===== src/dacp_defines.vh =====
/*
  constants for the dual converter pin control and output formatting block:
  register offsets, field positions, reset values and timing counts.
  assumes a 250 MHz system clock (4 ns period); the block is reached over a
  plain strobe port with read data one cycle after the read strobe.

  // How it works
  // - delay select pin picks long or short wait
  // - power down held at power-up freezes delay counter
  // - extended mode always uses short delay
  // - edge select picks rising or falling clock launch
  // - swing select sets output driver strength
  // - dual edge: one input feeds both converters
  // - floating delay pin selects dual edge, short delay
  // - extended mode chooses dual edge source input
  // - full power down stops all, q stops q
  // - powered-down channel outputs go high impedance
  // - calibration finishes before power down takes effect
  // - manual request ignored while powered down
  // - odd and even conversions go to separate buses
  // - one forwarded data clock serves all buses
  // - double rate mode: word per edge, quarter clock
  // - offset binary output, mid code 127/128
  // - calibration flag high, data clock stopped, during calibration
  // - manual calibration needs low count then high count
  // - request high at power-up skips power-on calibration
*/
`ifndef DACP_DEFINES_VH
`define DACP_DEFINES_VH

// register indices (byte address is four times the index)
`define DACP_IDX_CONFIG        4'h1
`define DACP_IDX_DES_ENABLE    4'hd
`define DACP_IDX_STATUS        4'h2

// configuration register fields
`define DACP_CFG_DDR_BIT       0
`define DACP_CFG_EDGE_BIT      1
`define DACP_CFG_SWING_BIT     2
`define DACP_CFG_RESET         16'h0006

// dual edge sampling enable register fields
`define DACP_DES_EN_BIT        15
`define DACP_DES_PHASE_BIT     14
`define DACP_DES_SRC_Q_BIT     13
`define DACP_DES_RESET         16'h0000

// status register fields
`define DACP_ST_CAL_BIT        0
`define DACP_ST_PD_BIT         1
`define DACP_ST_PDQ_BIT        2
`define DACP_ST_DES_BIT        3

// calibration timing, in input clock cycles
`define DACP_CAL_LOW_MIN       16'd1280
`define DACP_CAL_HIGH_MIN      16'd1280
`define DACP_CAL_RUN_CYCLES    24'd1400000
`define DACP_DLY_SHORT         26'd16777216
// the long wait is capped at the full range of the 26-bit delay counter
`define DACP_DLY_LONG          26'h3ffffff

`endif


===== src/dacp_sync.v =====
/*
  two flip-flop synchroniser for a single level from outside the clock domain.
  assumes the input is a pin level; only the second stage may be read.
*/
`timescale 1ns/1ps
module dacp_sync (
  // clock and reset
  input  wire clk,
  input  wire rst_n,
  // level in and out
  input  wire d,
  output reg  q
);
  reg meta; // first stage, read by the second stage only

  // two stages, reset to zero
  always @(posedge clk or negedge rst_n) begin
    if (!rst_n) begin
      meta <= 1'b0;
      q    <= 1'b0;
    end else begin
      meta <= d;
      q    <= meta;
    end
  end
endmodule


===== src/dacp_demux_lane.v =====
/*
  one converter lane: offset binary formatting and odd/even split onto two
  buses. assumes samples arrive one per sample strobe from the same clock.
*/
`timescale 1ns/1ps
module dacp_demux_lane (
  // clock and reset
  input  wire       clk,
  input  wire       rst_n,
  // sample input, two's complement from the converter core
  input  wire       smp_valid,
  input  wire [7:0] smp_data,
  input  wire       flush,
  // demultiplexed buses
  output reg  [7:0] bus_odd,
  output reg  [7:0] bus_even
);
  reg odd_next; // which bus the next conversion goes to

  // alternate buses; flipping the sign bit gives offset binary
  always @(posedge clk or negedge rst_n) begin
    if (!rst_n) begin
      odd_next <= 1'b1;
      bus_odd  <= 8'h80;
      bus_even <= 8'h80;
    end else if (flush) begin
      // restart the pair order so odd is first after power-up
      odd_next <= 1'b1;
    end else if (smp_valid) begin
      odd_next <= ~odd_next;
      if (odd_next) begin
        bus_odd <= {~smp_data[7], smp_data[6:0]};
      end else begin
        bus_even <= {~smp_data[7], smp_data[6:0]};
      end
    end
  end
endmodule


===== src/dacp_top.v =====
/*
  pin control and output formatting of a dual 8-bit converter: power-on and
  manual calibration sequencing, power down, dual edge sampling routing,
  odd/even demultiplexing and the forwarded data clock.
  assumes the sample clock is SYS_CLK; control pins are asynchronous and are
  synchronised here; the three-level delay pin arrives as two decoded levels.
*/
// Decided for this implementation: the plain strobed port.
`timescale 1ns/1ps
`include "dacp_defines.vh"
module dacp_top #(
  parameter [25:0] DLY_SHORT = `DACP_DLY_SHORT,
  parameter [25:0] DLY_LONG  = `DACP_DLY_LONG,
  parameter [23:0] CAL_RUN   = `DACP_CAL_RUN_CYCLES
) (
  // clock and reset
  input  wire        SYS_CLK,
  input  wire        RST_N,
  // control pins
  input  wire        CAL_DELAY_SELECT,
  input  wire        CAL_DELAY_FLOAT,
  input  wire        SERIAL_PORT_SELECT_N,
  input  wire        CAL_REQUEST,
  input  wire        FULL_POWER_DOWN,
  input  wire        Q_CHANNEL_POWER_DOWN,
  input  wire        OUTPUT_EDGE_SELECT,
  input  wire        OUTPUT_SWING_SELECT,
  // converter core samples, two's complement
  input  wire [7:0]  I_SAMPLE,
  input  wire [7:0]  Q_SAMPLE,
  // register port
  input  wire [3:0]  REG_ADDR,
  input  wire [15:0] REG_WDATA,
  input  wire        REG_WR,
  input  wire        REG_RD,
  output reg  [15:0] REG_RDATA,
  // data outputs
  output reg  [7:0]  DI_ODD,
  output reg  [7:0]  DI_EVEN,
  output reg  [7:0]  DQ_ODD,
  output reg  [7:0]  DQ_EVEN,
  output reg         DI_OE,
  output reg         DQ_OE,
  output reg         OUTPUT_DATA_CLOCK,
  output reg         OUTPUT_DRIVE_HIGH,
  output reg         CALIBRATION_ACTIVE,
  output reg         I_INPUT_ACTIVE,
  output reg         Q_INPUT_ACTIVE
);
  // calibration states
  localparam [1:0] ST_DELAY = 2'd0;
  localparam [1:0] ST_IDLE  = 2'd1;
  localparam [1:0] ST_CAL   = 2'd2;
  localparam [1:0] ST_PD    = 2'd3;

  // synchronised pins
  wire dly_sel;       // delay select level
  wire dly_float;     // delay pin left floating
  wire ext_n;         // low selects extended control mode
  wire cal_req;       // manual calibration request
  wire pd;            // full power down
  wire q_channel_power_down;           // q channel power down
  wire edge_sel;      // output edge select
  wire swing_sel;     // output swing select

  dacp_sync u_s0 (.clk(SYS_CLK), .rst_n(RST_N), .d(CAL_DELAY_SELECT),     .q(dly_sel));
  dacp_sync u_s1 (.clk(SYS_CLK), .rst_n(RST_N), .d(CAL_DELAY_FLOAT),      .q(dly_float));
  dacp_sync u_s2 (.clk(SYS_CLK), .rst_n(RST_N), .d(SERIAL_PORT_SELECT_N), .q(ext_n));
  dacp_sync u_s3 (.clk(SYS_CLK), .rst_n(RST_N), .d(CAL_REQUEST),          .q(cal_req));
  dacp_sync u_s4 (.clk(SYS_CLK), .rst_n(RST_N), .d(FULL_POWER_DOWN),      .q(pd));
  dacp_sync u_s5 (.clk(SYS_CLK), .rst_n(RST_N), .d(Q_CHANNEL_POWER_DOWN), .q(q_channel_power_down));
  dacp_sync u_s6 (.clk(SYS_CLK), .rst_n(RST_N), .d(OUTPUT_EDGE_SELECT),   .q(edge_sel));
  dacp_sync u_s7 (.clk(SYS_CLK), .rst_n(RST_N), .d(OUTPUT_SWING_SELECT),  .q(swing_sel));

  // software registers
  reg [15:0] cfg;      // configuration register
  reg [15:0] des_en;   // dual edge sampling enable register
  wire       extended = ~ext_n;

  // register writes; only reachable in extended control mode
  always @(posedge SYS_CLK or negedge RST_N) begin
    if (!RST_N) begin
      cfg    <= `DACP_CFG_RESET;
      des_en <= `DACP_DES_RESET;
    end else if (REG_WR && extended) begin
      if (REG_ADDR == `DACP_IDX_CONFIG) begin
        // the controller must only do this with dual edge off
        cfg <= REG_WDATA;
      end else if (REG_ADDR == `DACP_IDX_DES_ENABLE) begin
        des_en <= REG_WDATA;
      end
    end
  end

  // effective mode selection
  wire des_mode  = extended ? des_en[`DACP_DES_EN_BIT] : dly_float;
  wire des_src_q = extended & des_en[`DACP_DES_SRC_Q_BIT];
  wire ddr_mode  = extended & cfg[`DACP_CFG_DDR_BIT];
  wire edge_eff  = extended ? cfg[`DACP_CFG_EDGE_BIT] : edge_sel;
  wire swing_eff = extended ? cfg[`DACP_CFG_SWING_BIT] : swing_sel;
  // short delay in extended mode or in dual edge mode
  wire [25:0] dly_target = (extended | des_mode | ~dly_sel) ? DLY_SHORT : DLY_LONG;

  // register reads, data one cycle after the strobe
  always @(posedge SYS_CLK or negedge RST_N) begin
    if (!RST_N) begin
      REG_RDATA <= 16'h0000;
    end else if (REG_RD) begin
      if (REG_ADDR == `DACP_IDX_CONFIG) begin
        REG_RDATA <= cfg;
      end else if (REG_ADDR == `DACP_IDX_DES_ENABLE) begin
        REG_RDATA <= des_en;
      end else if (REG_ADDR == `DACP_IDX_STATUS) begin
        REG_RDATA <= {12'h000, des_mode, q_channel_power_down, pd, CALIBRATION_ACTIVE};
      end else begin
        REG_RDATA <= 16'h0000;   // unmapped reads as zero
      end
    end else begin
      REG_RDATA <= 16'h0000;
    end
  end

  // calibration sequencer state
  reg [1:0]  state;
  reg [25:0] dly_cnt;     // power-on delay counter
  reg [23:0] run_cnt;     // calibration length counter
  reg [15:0] low_cnt;     // request low time
  reg [15:0] high_cnt;    // request high time
  reg        armed;       // low time met, waiting for high time
  reg        skip_poc;    // request was high at power-up
  reg [1:0]  settle;      // edges since reset, until synchronised pins are real

  // manual request qualifier: low count then high count
  wire low_met  = (low_cnt >= `DACP_CAL_LOW_MIN);
  wire man_fire = armed && cal_req && (high_cnt == `DACP_CAL_HIGH_MIN - 16'd1);

  always @(posedge SYS_CLK or negedge RST_N) begin
    if (!RST_N) begin
      low_cnt  <= 16'h0000;
      high_cnt <= 16'h0000;
      armed    <= 1'b0;
    end else if ((state == ST_PD) || ((state == ST_DELAY) && pd)) begin
      // request ignored entirely while powered down
      low_cnt  <= 16'h0000;
      high_cnt <= 16'h0000;
      armed    <= 1'b0;
    end else if (!cal_req) begin
      high_cnt <= 16'h0000;
      if (!low_met) begin
        low_cnt <= low_cnt + 16'd1;
      end
      armed <= armed | low_met;
    end else begin
      low_cnt <= 16'h0000;
      if (man_fire) begin
        armed    <= 1'b0;
        high_cnt <= 16'h0000;
      end else if (armed) begin
        high_cnt <= high_cnt + 16'd1;
      end
    end
  end

  // main sequencer: delay, idle, calibrate, power down
  always @(posedge SYS_CLK or negedge RST_N) begin
    if (!RST_N) begin
      state    <= ST_DELAY;
      dly_cnt  <= 26'h0000000;
      run_cnt  <= 24'h000000;
      skip_poc <= 1'b0;
      settle   <= 2'h0;
    end else begin
      // synchronisers show their reset value for two edges; wait them out
      if (settle != 2'h3) begin
        settle <= settle + 2'h1;
      end
      case (state)
        ST_DELAY: begin
          if (settle != 2'h3) begin
            // take the request strap once its synchronised level is real
            if (settle == 2'h2) begin
              skip_poc <= cal_req;
            end
          end else if (man_fire && !pd) begin
            state   <= ST_CAL;
            run_cnt <= 24'h000000;
          end else if (pd) begin
            dly_cnt <= dly_cnt;                 // counter frozen
          end else if (dly_cnt >= dly_target - 26'd1) begin
            // skipped power-on calibration waits for a manual one
            state   <= skip_poc ? ST_IDLE : ST_CAL;
            run_cnt <= 24'h000000;
          end else begin
            dly_cnt <= dly_cnt + 26'd1;
          end
        end
        ST_IDLE: begin
          if (pd) begin
            state <= ST_PD;
          end else if (man_fire) begin
            state   <= ST_CAL;
            run_cnt <= 24'h000000;
          end
        end
        ST_CAL: begin
          // power down waits for the end of calibration
          if (run_cnt == CAL_RUN - 24'd1) begin
            state <= pd ? ST_PD : ST_IDLE;
          end else begin
            run_cnt <= run_cnt + 24'd1;
          end
        end
        default: begin
          if (!pd) begin
            state <= ST_IDLE;
          end
        end
      endcase
    end
  end

  wire calibrating = (state == ST_CAL);
  // a power-down pin held through the power-on wait also parks the outputs
  wire full_down   = (state == ST_PD) | ((state == ST_DELAY) & pd);
  wire q_down      = full_down | q_channel_power_down;

  // sample routing: dual edge feeds one input to both lanes
  wire [7:0] lane_i = (des_mode && des_src_q) ? Q_SAMPLE : I_SAMPLE;
  wire [7:0] lane_q = (des_mode && !des_src_q) ? I_SAMPLE : Q_SAMPLE;

  // buses from the two lanes
  wire [7:0] i_odd;
  wire [7:0] i_even;
  wire [7:0] q_odd;
  wire [7:0] q_even;

  // every clock is one conversion per lane; flushed while down
  dacp_demux_lane u_lane_i (
    .clk       (SYS_CLK),
    .rst_n     (RST_N),
    .smp_valid (~full_down),
    .smp_data  (lane_i),
    .flush     (full_down),
    .bus_odd   (i_odd),
    .bus_even  (i_even)
  );
  dacp_demux_lane u_lane_q (
    .clk       (SYS_CLK),
    .rst_n     (RST_N),
    .smp_valid (~q_down),
    .smp_data  (lane_q),
    .flush     (q_down),
    .bus_odd   (q_odd),
    .bus_even  (q_even)
  );

  // data clock divider: half rate normally, quarter rate in double rate
  reg [1:0] div;
  reg       launch;   // a new word pair is presented this cycle

  // one forwarded clock for all buses, stopped while calibrating
  always @(posedge SYS_CLK or negedge RST_N) begin
    if (!RST_N) begin
      div               <= 2'b00;
      OUTPUT_DATA_CLOCK <= 1'b0;
      launch            <= 1'b0;
    end else if (calibrating || full_down) begin
      div               <= 2'b00;
      OUTPUT_DATA_CLOCK <= 1'b0;
      launch            <= 1'b0;
    end else if (ddr_mode) begin
      // toggle every second clock: quarter rate, a word per edge
      div    <= div + 2'b01;
      launch <= div[0];
      if (div[0]) begin
        OUTPUT_DATA_CLOCK <= ~OUTPUT_DATA_CLOCK;
      end
    end else begin
      // words change on the chosen edge of the data clock
      div               <= 2'b00;
      OUTPUT_DATA_CLOCK <= ~OUTPUT_DATA_CLOCK;
      // armed while the clock sits on the chosen level, so the update meets its edge
      launch            <= (OUTPUT_DATA_CLOCK == edge_eff) ? 1'b1 : 1'b0;
    end
  end

  // output registers update on the launch edge; enables off while down
  always @(posedge SYS_CLK or negedge RST_N) begin
    if (!RST_N) begin
      DI_ODD             <= 8'h80;
      DI_EVEN            <= 8'h80;
      DQ_ODD             <= 8'h80;
      DQ_EVEN            <= 8'h80;
      DI_OE              <= 1'b0;
      DQ_OE              <= 1'b0;
      OUTPUT_DRIVE_HIGH  <= 1'b0;
      CALIBRATION_ACTIVE <= 1'b0;
      I_INPUT_ACTIVE     <= 1'b0;
      Q_INPUT_ACTIVE     <= 1'b0;
    end else begin
      if (launch) begin
        DI_ODD  <= i_odd;
        DI_EVEN <= i_even;
        DQ_ODD  <= q_odd;
        DQ_EVEN <= q_even;
      end
      DI_OE              <= ~full_down;
      DQ_OE              <= ~q_down;
      OUTPUT_DRIVE_HIGH  <= swing_eff;
      CALIBRATION_ACTIVE <= calibrating;
      // unused input deactivated in dual edge mode
      I_INPUT_ACTIVE     <= ~full_down & ~(des_mode & des_src_q);
      Q_INPUT_ACTIVE     <= ~q_down & ~(des_mode & ~des_src_q);
    end
  end
endmodule


===== config.mk =====
export PLATFORM = sky130hd
export DESIGN_NAME = dacp_top
export DESIGN_NICKNAME = d
export VERILOG_FILES = /design/src/dacp_sync.v /design/src/dacp_demux_lane.v /design/src/dacp_top.v
export VERILOG_INCLUDE_DIRS = /design/src
export SDC_FILE = /design/constraint.sdc
export NUM_CORES = 1
export LEC_CHECK = 0
export BUFFER_PORTS_ARGS = -buffer_cell sky130_fd_sc_hd__buf_2
export CAP_MARGIN = 20
export CORE_ASPECT_RATIO = 1.25
export CORE_UTILIZATION = 59
export DETAILED_ROUTE_END_ITERATION = 8
export PLACE_DENSITY = 0.81
export SYNTH_ARGS = -nofsm -noshare
export SYNTH_HDL_FRONTEND = slang
export SYNTH_SLANG_ARGS = --single-unit

===== constraint.sdc =====
create_clock -name SYS_CLK -period 2.77 [get_ports SYS_CLK]
set_input_delay 0.1385 -clock SYS_CLK [delete_from_list [all_inputs] [get_ports SYS_CLK]]
set_output_delay 0.1385 -clock SYS_CLK [all_outputs]
set_load 0.02 [all_outputs]

==> results of run 1 <==
layer usage:
layer	GRT usage, %	up-vias	part of all wire [%]
met4	6.43	0	1.5
li1	-	3400	-
met5	0	-	0
met2	45.5	196	52
met3	3.20	33	4.7
met1	33.2	3540	42
worst max-delay path: stages, from the launching register on:
cell	delay, ns
dfrtp_1	0.40
ha_1	0.22
nand4_1	0.17
or3_1	0.41
o21ai_2	0.33
o21ai_1	0.18
buf_12	0.18
or2_4	0.27
a22o_1	0.25
logic make-up after synthesis:
kind of cell | Yosys count | share of synthesized area, %
xor gates and xnor gates | 40 | 3.57
buffers and inverters | 49 | 2.12
DFF | 227 | 58.1
AOI/OAI and AO/OA | 162 | 9.91
muxes | 87 | 9.76
and+or+nand+nor | 291 | 15.3
adders and majority gates | 10 | 1.28
state kept, by name (all words and copies together), names as in the netlist, 16 cells and up:
name,flops
cfg,16
REG_RDATA,16
des_en,16
dly_cnt,26
high_cnt,16
run_cnt,24
low_cnt,16
cell type report:
| type | instances | area [µm²] | share of cell area [%] |
|---|---|---|---|
| well taps | 216 | 270 | 2.30 |
| repair buffers | 161 | 1080 | 9.16 |
| inverters | 15 | 56.3 | 0.479 |
| flip-flops and latches | 227 | 5700 | 48.5 |
| multi-input cells | 590 | 3900 | 33.2 |
| clock inverters | 7 | 90.1 | 0.767 |
| clock buffers | 33 | 653 | 5.56 |
metrics by stage:
stage / utilization (%) / cells / hold WS (ns) / worst slack (ns)
floorplan: - / 866 / -0.157 / 0.288
global placement: 65.7 / 1173 / 0.197 / 0.308
detailed placement: 65.7 / 1173 / 0.202 / 0.209
CTS: 72.4 / 1248 / 0.00119 / 0.185
global route: 72.5 / 1249 / 0.0245 / 0.0898
finish: 72.5 / 1249 / 0.00769 / 0.230
synth_stat cells (2+ instances only):
master and number:
a22oi_1 13, buf_1 3, buf_2 7, nand3_1 37, a22o_1 3, xnor2_1 27
nor2b_1 19, o32a_1 2, xor2_1 13, and4_4 2, dfrtp_1 215, nand2_1 63
ha_1 10, o31ai_1 15, a31oi_1 12, nor4bb_1 2, and4_1 2, and2_1 6
and3_1 24, a21oi_1 40, nor2_1 64, mux2_2 69, nand4b_1 2, nand3b_1 3
nand4_1 20, a21o_1 5, dfstp_2 12, nor4_1 6, or3_1 5, mux2i_1 18
o21ai_0 55, inv_1 14, nor3_2 2, a41oi_1 2, clkbuf_1 22, and3b_1 2
nand2b_1 2, nor3_1 20, o21ai_1 5, nor4b_1 2, buf_6 2
report_power, final:
part | switching [mW] | total (mW) | internal (mW)
logic | 0.732 | 1.32 | 0.592
clock network | 1.22 | 3.04 | 1.82
registers | 0.287 | 4.08 | 3.79
total | 2.24 | 8.45 | 6.20
worst max-delay path by stage:
stage / startpoint / endpoint / slack (ns) / cells after the start
floorplan: u_s2.q$_DFF_PN0_ / dly_cnt[22]$_DFFE_PN0P_ / 0.29 / 8
global placement: high_cnt[0]$_DFFE_PN0P_ / high_cnt[12]$_DFFE_PN0P_ / 0.31 / 7
detailed placement: high_cnt[0]$_DFFE_PN0P_ / high_cnt[10]$_DFFE_PN0P_ / 0.21 / 7
CTS: high_cnt[0]$_DFFE_PN0P_ / high_cnt[10]$_DFFE_PN0P_ / 0.19 / 7
global route: u_s1.q$_DFF_PN0_ / dly_cnt[8]$_DFFE_PN0P_ / 0.09 / 7
finish: high_cnt[0]$_DFFE_PN0P_ / run_cnt[14]$_DFFE_PN0P_ / 0.23 / 8
cells in the final DEF, fill, tap and decap left out, types with 4 or more instances in the layout:
master / n
a21o_1: 5
a21oi_1: 40
a22oi_1: 13
a31oi_1: 12
and2_1: 6
and3_1: 24
buf_2: 101
buf_4: 22
clkbuf_1: 6
clkbuf_16: 23
clkbuf_8: 4
dfrtp_1: 215
dfstp_2: 12
dlygate4sd3_1: 35
ha_1: 10
inv_1: 14
mux2_2: 69
mux2i_1: 18
nand2_1: 63
nand3_1: 37
nand4_1: 20
nor2_1: 64
nor2b_1: 19
nor3_1: 20
nor4_1: 6
o21ai_0: 55
o21ai_1: 5
o31ai_1: 15
or3_1: 5
xnor2_1: 27
xor2_1: 13
==> flow_metrics.env, run 1 <==
export IMPL_p_leak_nw=5.34
export IMPL_power_density_nw_per_um2=719
export IMPL_r2r_cells=8
export IMPL_min_period_over_period_pct=91.7
export IMPL_cts_inserted_buffers=22
export IMPL_yosysTopAreaCell="dfrtp_1"
export IMPL_final_nets=1075
export IMPL_routed_wl_um=21200
export IMPL_core_area_um2=16200
export IMPL_end_kind="register"
export IMPL_drc=0
export IMPL_die_area_um2=17100
export IMPL_criticalPathCategory="reg -> reg"
export IMPL_hold_end="u_lane_i.bus_even[2]$_DFFE_PN0P_"
export IMPL_syn_avg_cell_area_um2=11.3
export IMPL_grt_pass1_wl_um=35900
export IMPL_rrSetupSlack_ns=0.23
export IMPL_die_x_um=117
export IMPL_htree_levels=1
export IMPL_hp_class="in -> reg"
export IMPL_cts_setup_buffers=0
export IMPL_path_clk_slew_ns=0.07
export IMPL_dpl_instance_area_um2=10600
export IMPL_synth_cell_area_um2=9810
export IMPL_cts_hold_buf=35
export IMPL_syn_nets=924
export IMPL_r2r_end="run_cnt[14]$_DFFE_PN0P_"
export IMPL_dp_hpwl_um=13700
export IMPL_yosys_most_used_dff="dfrtp_1"
export IMPL_syn_to_final_growth_pct=19.8
export IMPL_grt_pass1_vias=7482
export IMPL_clock_skew_ns=0.0122
export IMPL_final_fill_count=1085
export IMPL_start_kind="register"
export IMPL_viasPerCell=5.74
export IMPL_tns_ns=0
export IMPL_grt_max_degree=92
export IMPL_yosysUniqueCellTypes=60
export IMPL_grt_ovfl_total=0
export IMPL_gp_congestion=0.827
export IMPL_finalMaxSlewViolations=0
export IMPL_insertion_delay_ns=0.50
export IMPL_path_max_fanout=23
export IMPL_worstPathRequired_ns=3.15
export IMPL_io_pins=103
export IMPL_cap_violations=0
export IMPL_num_vias=7169
export IMPL_ant_nets=0
export IMPL_fin_total_pwr_mw=8.45
export IMPL_reg2reg_from="high_cnt[0]$_DFFE_PN0P_"
export IMPL_fmax_ghz=0.394
export IMPL_maxSlewHeadroom_pct=55.7
export IMPL_synth_yosys_warnings=0
export IMPL_wl_per_cell_um=17.0
export IMPL_cts_tree="yes"
export IMPL_synth_top_cell_area_share_pct=54.9
export IMPL_rsz0062_at_grt="false"
export IMPL_drive_gt1_share_pct=24.4
export IMPL_cts_resized=0
export IMPL_cp_arrival_ns=2.92
export IMPL_whs_path_depth=3
export IMPL_setup_viol=0
export IMPL_hold_viol=0
export IMPL_peakVddDrop_v=0.000499
export IMPL_cts_max_path_buffers=3
export IMPL_cts_root_buf="clkbuf_16"
export IMPL_status="complete, no violations"
export IMPL_ys_ff_latch=227
export IMPL_design_area_um2=11700
export IMPL_antenna_found_initial=0
export IMPL_ys_seq_area_share_pct=58.1
export IMPL_worstMarginPinSlew_ns=0.665
export IMPL_synth_cells=866
export IMPL_finalCriticalPeriod_ns=2.54
export IMPL_drt_first_pass_iters=5
export IMPL_synth_edff_count=0
export IMPL_antenna_cells=0
export IMPL_synth_area_leaders="dfrtp_1 (55%), mux2_2 (7.9%), dfstp_2 (3.2%), o21ai_0 (2.8%), nor2_1 (2.4%)"
export IMPL_async_flop_share_pct=100
export IMPL_drtIter0Drc=523
export IMPL_hp_start="Q_SAMPLE[2]"
export IMPL_initial_core_util_pct=60.5
export IMPL_io_buffers=102
export IMPL_clock_sinks=227
export IMPL_rows=52
export IMPL_grt_usage_pct=25.6
export IMPL_die_y_um=146
(Power assumes the default switching activity.)
==> run 2, diff against run 1 <==
--- a/config.mk
+++ b/config.mk
@@ -6,7 +6,7 @@
 export SDC_FILE = /design/constraint.sdc
 export NUM_CORES = 1
 export LEC_CHECK = 0
-export BUFFER_PORTS_ARGS = -buffer_cell sky130_fd_sc_hd__buf_2
+export BUFFER_PORTS_ARGS = -buffer_cell sky130_fd_sc_hd__buf_4
 export CAP_MARGIN = 20
 export CORE_ASPECT_RATIO = 1.25
 export CORE_UTILIZATION = 59
==> flow_metrics.env, run 2 (same netlist as run 1, synthesis figures left out) <==
export IMPL_status="complete, no violations"
export IMPL_finalMaxSlewViolations=0
export IMPL_use_met1_pct=33.8
export IMPL_path_buf_inv=0
export IMPL_end_kind="register"
export IMPL_fin_total_pwr_mw=8.55
export IMPL_cpLargestDelayFamily="simple AND/OR/NAND/NOR gates"
export IMPL_seqPwrFrac_pct=47.8
export IMPL_die_y_um=146
export IMPL_ant_nets=0
export IMPL_insertion_delay_ns=0.50
export IMPL_cts_resized=0
export IMPL_io_pins=103
export IMPL_pwr_share_clk_pct=35.1
export IMPL_setup_slack_ns=0.235
export IMPL_criticalPathCategory="reg -> reg"
export IMPL_largest_reg_flops=26
export IMPL_drc=0
export IMPL_grt_usage_pct=25.4
export IMPL_initial_core_util_pct=60.5
export IMPL_p_leak_nw=5.48
export IMPL_drt_first_pass_iters=7
export IMPL_grt_ovfl_total=0
export IMPL_dp_cells=1173
export IMPL_tns_ns=0
export IMPL_cts_inserted_buffers=22
export IMPL_viasPerCell=5.71
export IMPL_grt_max_degree=103
export IMPL_cts_tree="yes"
export IMPL_rrSetupSlack_ns=0.24
export IMPL_io_buffers=102
export IMPL_peakVddDrop_v=0.000594
export IMPL_setup_viol=0
export IMPL_die_x_um=117
export IMPL_grt_busiest_layer="met2"
export IMPL_path_clk_slew_ns=0.06
export IMPL_endpoint="dly_cnt[22]$_DFFE_PN0P_"
export IMPL_fmax_ghz=0.395
export IMPL_design_area_um2=12100
export IMPL_power_switching_mw=2.25
export IMPL_worstSetupPathDepth=7
export IMPL_finalCriticalPeriod_ns=2.53
export IMPL_fin_cells=1261
export IMPL_clock_sinks=227
export IMPL_rsz0062_at_grt="false"
export IMPL_start_kind="register"
export IMPL_layout_common_cells="dfrtp_1 (215), buf_4 (121), mux2_2 (69)"
export IMPL_dp_hpwl_um=13700
export IMPL_grt_use_met3_pct=3.44
export IMPL_dpl_instance_area_um2=10900
export IMPL_fin_util_pct=75.0
export IMPL_slowest_delay_ns=0.58
export IMPL_antenna_found_initial=0
export IMPL_final_common_cell="dfrtp_1"
export IMPL_r2r_cells=7
export IMPL_p_int_mw=6.30
export IMPL_whs_ns=0.00727
export IMPL_path_cells="nand3b_1 -> ha_1 -> a2111oi_1 -> o21ai_2 -> or4_4 -> nor2_1 -> xor2_1"
export IMPL_final_nets=1087
export IMPL_r2r_end="dly_cnt[22]$_DFFE_PN0P_"
export IMPL_power_density_nw_per_um2=704
export IMPL_swShare_pct=26.3
export IMPL_cap_violations=0
export IMPL_cts_max_path_buffers=3
export IMPL_antenna_cells=0
export IMPL_wl_per_cell_um=16.6
export IMPL_hp_class="in -> reg"
export IMPL_grt_pass1_wl_um=35700
export IMPL_routed_wl_um=21000
export IMPL_cts_root_buf="clkbuf_16"
export IMPL_drtIter0Drc=530
export IMPL_clock_skew_ns=0.00811
export IMPL_num_vias=7203
export IMPL_grt_pass1_vias=7264
export IMPL_rows=52
export IMPL_hold_viol=0
export IMPL_cp_startpoint="u_s1.q$_DFF_PN0_"
export IMPL_met2_usage_pct=43.2
export IMPL_cp_slowest_cell="or4_4"
export IMPL_htree_levels=1
export IMPL_path_max_fanout=6
export IMPL_core_area_um2=16200
export IMPL_worstMarginPinSlew_ns=0.925
export IMPL_maxSlewHeadroom_pct=37.9
export IMPL_drive_gt1_share_pct=24.4
export IMPL_preCtsSetupSlack_ns=0.207
export IMPL_worstPathRequired_ns=3.19
export IMPL_die_area_um2=17100
export IMPL_reg_top3="dly_cnt x26, run_cnt x24"
export IMPL_gp_congestion=0.846
export IMPL_cp_arrival_ns=2.95
export IMPL_min_period_over_period_pct=91.5
export IMPL_power_frac_comb_pct=17.1
export IMPL_reg2reg_from="u_s1.q$_DFF_PN0_"
export IMPL_syn_to_final_growth_pct=23.8
export IMPL_largest_register="dly_cnt"
[run 2: cell count changes in the layout (fill, tap and decap cells not counted)]
cell,change
buf_2,-101
buf_4,+99
dlygate4sd3_1,+12
clkbuf_1,-3
buf_12,+2
clkbuf_8,+2
clkinv_4,+2
bufinv_16,-1
clkinv_2,+1
clkinvlp_4,-1
[run 2: cell type report]
cell class / count / area, µm²
sequential: 227 / 5700
fill: 1021 / 4060
multi-input combinational: 590 / 3900
timing repair buffer: 173 / 1470
clock buffer: 32 / 669
tap: 216 / 270
clock inverter: 8 / 75.1
inverter: 15 / 56.3
[run 2: power by group through the flow]
stage                     sequential [mW]  combinational, mW  clock, mW
after detailed placement             4.14               1.41          0
final                                4.08               1.46       3.00
after global placement               4.12               1.37          0
after global routing                 4.14               1.58       3.20
after floorplan                      4.32              0.569          0
after CTS                            4.09               1.47       3.06
[run 2: worst register-to-register path, cell delays in order, from the launching register on]
cell and delay [ns]:
dfrtp_1 0.38, nand3b_1 0.22, ha_1 0.32, a2111oi_1 0.46, o21ai_2 0.19, or4_4 0.58, nor2_1 0.14, xor2_1 0.15
[run 2: worst min-delay path by stage]
stage	start	endpoint	slack, ns	cells past startpoint
after floorplan	RST_N	CALIBRATION_ACTIVE$_DFF_PN0_	-0.16	0
after global placement	RST_N	REG_RDATA[4]$_DFF_PN0_	0.24	1
after detailed placement	RST_N	REG_RDATA[7]$_DFF_PN0_	0.24	1
after CTS	I_SAMPLE[1]	u_lane_q.bus_odd[1]$_DFFE_PN0P_	0.0002	3
after global routing	I_SAMPLE[1]	u_lane_q.bus_odd[1]$_DFFE_PN0P_	0.02	3
final	I_SAMPLE[1]	u_lane_q.bus_odd[1]$_DFFE_PN0P_	0.007	3
[run 2: repair_timing]
| action | in CTS | in global routing |
|---|---|---|
| hold buffers | 47 | 0 |
| buffers inserted | 0 | 0 |
| hold endpoints to repair | 173 | 0 |
[run 2: layer usage]
metal | wire, µm | vias to the layer above
met2 | 10500 | 185
met3 | 913 | 44
met5 | 0 | -
met4 | 505 | 0
li1 | - | 3426
met1 | 9020 | 3548
==> run 3, diff against run 2 <==
--- a/config.mk
+++ b/config.mk
@@ -11,6 +11,7 @@
 export CORE_ASPECT_RATIO = 1.25
 export CORE_UTILIZATION = 59
 export DETAILED_ROUTE_END_ITERATION = 8
+export GPL_TIMING_DRIVEN = 0
 export PLACE_DENSITY = 0.81
 export SYNTH_ARGS = -nofsm -noshare
 export SYNTH_HDL_FRONTEND = slang
==> flow_metrics.env, run 3 (same netlist as run 1, synthesis figures left out) <==
export IMPL_status="complete, no violations"
export IMPL_die_x_um=117
export IMPL_io_buffers=102
export IMPL_insertion_delay_ns=0.50
export IMPL_start_kind="register"
export IMPL_worstPathRequired_ns=3.19
export IMPL_cp_slowest_cell="or4_4"
export IMPL_power_frac_comb_pct=17.5
export IMPL_criticalPathCategory="reg -> reg"
export IMPL_drt_first_pass_iters=5
export IMPL_initial_core_util_pct=60.5
export IMPL_cts_tree="yes"
export IMPL_die_y_um=146
export IMPL_cap_violations=0
export IMPL_worstMarginPinSlew_ns=0.918
export IMPL_syn_to_final_growth_pct=23.2
export IMPL_fin_util_pct=74.6
export IMPL_clock_skew_ns=0.0109
export IMPL_grt_max_degree=90
export IMPL_cts_inserted_buffers=22
export IMPL_reg_top3="dly_cnt x26, run_cnt x24"
export IMPL_pwr_share_clk_pct=34.0
export IMPL_grt_usage_pct=26.8
export IMPL_dp_hpwl_um=14200
export IMPL_tns_ns=0
export IMPL_cts_max_path_buffers=3
export IMPL_largest_register="dly_cnt"
export IMPL_antenna_found_initial=0
export IMPL_layout_common_cells="dfrtp_1 (214), buf_4 (102), mux2_2 (69)"
export IMPL_power_switching_mw=2.30
export IMPL_core_area_um2=16200
export IMPL_path_clk_slew_ns=0.06
export IMPL_path_cells="nand3b_1 -> ha_1 -> a2111oi_2 -> o21ai_2 -> or4_4 -> nor2_1 -> xor2_1"
export IMPL_rows=52
export IMPL_power_density_nw_per_um2=700
export IMPL_drtIter0Drc=568
export IMPL_final_nets=1099
export IMPL_gp_congestion=0.852
export IMPL_fmax_ghz=0.380
export IMPL_maxSlewHeadroom_pct=38.3
export IMPL_ant_nets=0
export IMPL_final_common_cell="dfrtp_1"
export IMPL_io_pins=103
export IMPL_finalMaxSlewViolations=0
export IMPL_antenna_cells=0
export IMPL_p_int_mw=6.16
export IMPL_cp_arrival_ns=3.04
export IMPL_grt_pass1_vias=7578
export IMPL_grt_pass1_wl_um=37100
export IMPL_htree_levels=1
export IMPL_end_kind="register"
export IMPL_wl_per_cell_um=17.5
export IMPL_die_area_um2=17100
export IMPL_finalCriticalPeriod_ns=2.63
export IMPL_hp_class="in -> reg"
export IMPL_drc=0
export IMPL_largest_reg_flops=26
export IMPL_hold_viol=0
export IMPL_min_period_over_period_pct=94.9
export IMPL_cts_root_buf="clkbuf_16"
export IMPL_drive_gt1_share_pct=23.0
export IMPL_grt_ovfl_total=0
export IMPL_clock_sinks=227
export IMPL_swShare_pct=27.2
export IMPL_routed_wl_um=22200
export IMPL_final_fill_count=1031
export IMPL_num_vias=7458
export IMPL_cpLargestDelayFamily="simple AND/OR/NAND/NOR gates"
export IMPL_p_leak_nw=5.41
export IMPL_seqPwrFrac_pct=48.5
export IMPL_setup_viol=0
export IMPL_viasPerCell=5.86
export IMPL_slowest_delay_ns=0.59
export IMPL_path_buf_inv=0
export IMPL_peakVddDrop_v=0.000492
export IMPL_path_max_fanout=6
==> run 3: cell types whose count changed in the layout (fill, tap and decap cells not counted), moves of 2 or more <==
cell        delta
buf_16         +2
buf_1          +3
clkinvlp_4     +2
clkbuf_1      +24
buf_6          +2
buf_12         -4
buf_2          +7
buf_4         -19
clkbuf_8       -6
==> run 3: area by class of cell <==
| class | instances | area [µm²] | share of cell area, % |
|---|---|---|---|
| clock inverters | 10 | 90.1 | 0.745 |
| clock buffers | 30 | 602 | 4.98 |
| plain buffers | 33 | 149 | 1.23 |
| repair buffers | 152 | 1310 | 10.8 |
| well taps | 216 | 270 | 2.24 |
| inverters | 15 | 56.3 | 0.466 |
| flip-flops and latches | 227 | 5700 | 47.1 |
| multi-input cells | 590 | 3910 | 32.4 |
==> run 3: layer usage <==
metal  up-vias  wire [µm]  GRT usage (%)
li1       3451          -              -
met5         -          0              0
met2       226      11600           47.5
met3        39       1070           3.59
met4         0        520           9.09
met1      3742       9030           33.9
==> run 3: final timing paths <==
kind | startpoint | endpoint | slack, ns | cells after the start
max | u_s1.q$_DFF_PN0_ | dly_cnt[16]$_DFFE_PN0P_ | 0.14 | 7
min | I_SAMPLE[3] | u_lane_q.bus_odd[3]$_DFFE_PN0P_ | 0.04 | 3
max reg2reg | u_s1.q$_DFF_PN0_ | dly_cnt[16]$_DFFE_PN0P_ | 0.14 | 7
min reg2reg | u_s0.meta$_DFF_PN0_ | u_s0.q$_DFF_PN0_ | 0.35 | 0
max in group asynchronous | RST_N | u_lane_q.bus_even[7]$_DFFE_PN1P_ | 1.83 | 3
min in group asynchronous | RST_N | REG_RDATA[5]$_DFF_PN0_ | 0.14 | 2
==> run 3: power by group through the flow <==
stage	clock, mW	sequential [mW]	combinational, mW
2_1_floorplan	0	4.32	0.569
3_3_place_gp	0	4.12	1.35
3_5_place_dp	0	4.14	1.41
4_1_cts	2.92	4.09	1.48
5_1_grt	3.05	4.16	1.59
6_report	2.87	4.10	1.48
==> run 3: through the flow <==
step           setup WS [ns]  power (mW)  instance area [µm²]  std cells  hold WS (ns)
3_5_place_dp          -0.328        5.55                10900       1186        0.0821
4_1_cts               0.0688        8.49                12100       1273       0.00969
2_1_floorplan          0.288        4.88                 9810        866        -0.157
3_3_place_gp          -0.342        5.47                10800       1184         0.249
5_1_grt             -0.00362        8.80                12100       1273        0.0292
6_report               0.142        8.46                12100       1273        0.0407
==> run 3: what timing repair did <==
item / in CTS / in global routing
resized for setup: 3 / 1
hold buffers: 47 / 0
endpoints found under the setup margin: 48 / 20
setup buffers: 1 / 0
endpoints found under the hold margin: 125 / 0
==> run 3: worst min-delay path, delay by kind of cell <==
kind | cells | cell delay (ns)
AO/OA/AOI/OAI | 1 | 0.16
multiplexers | 1 | 0.10
buffers and inverters | 1 | 0.09
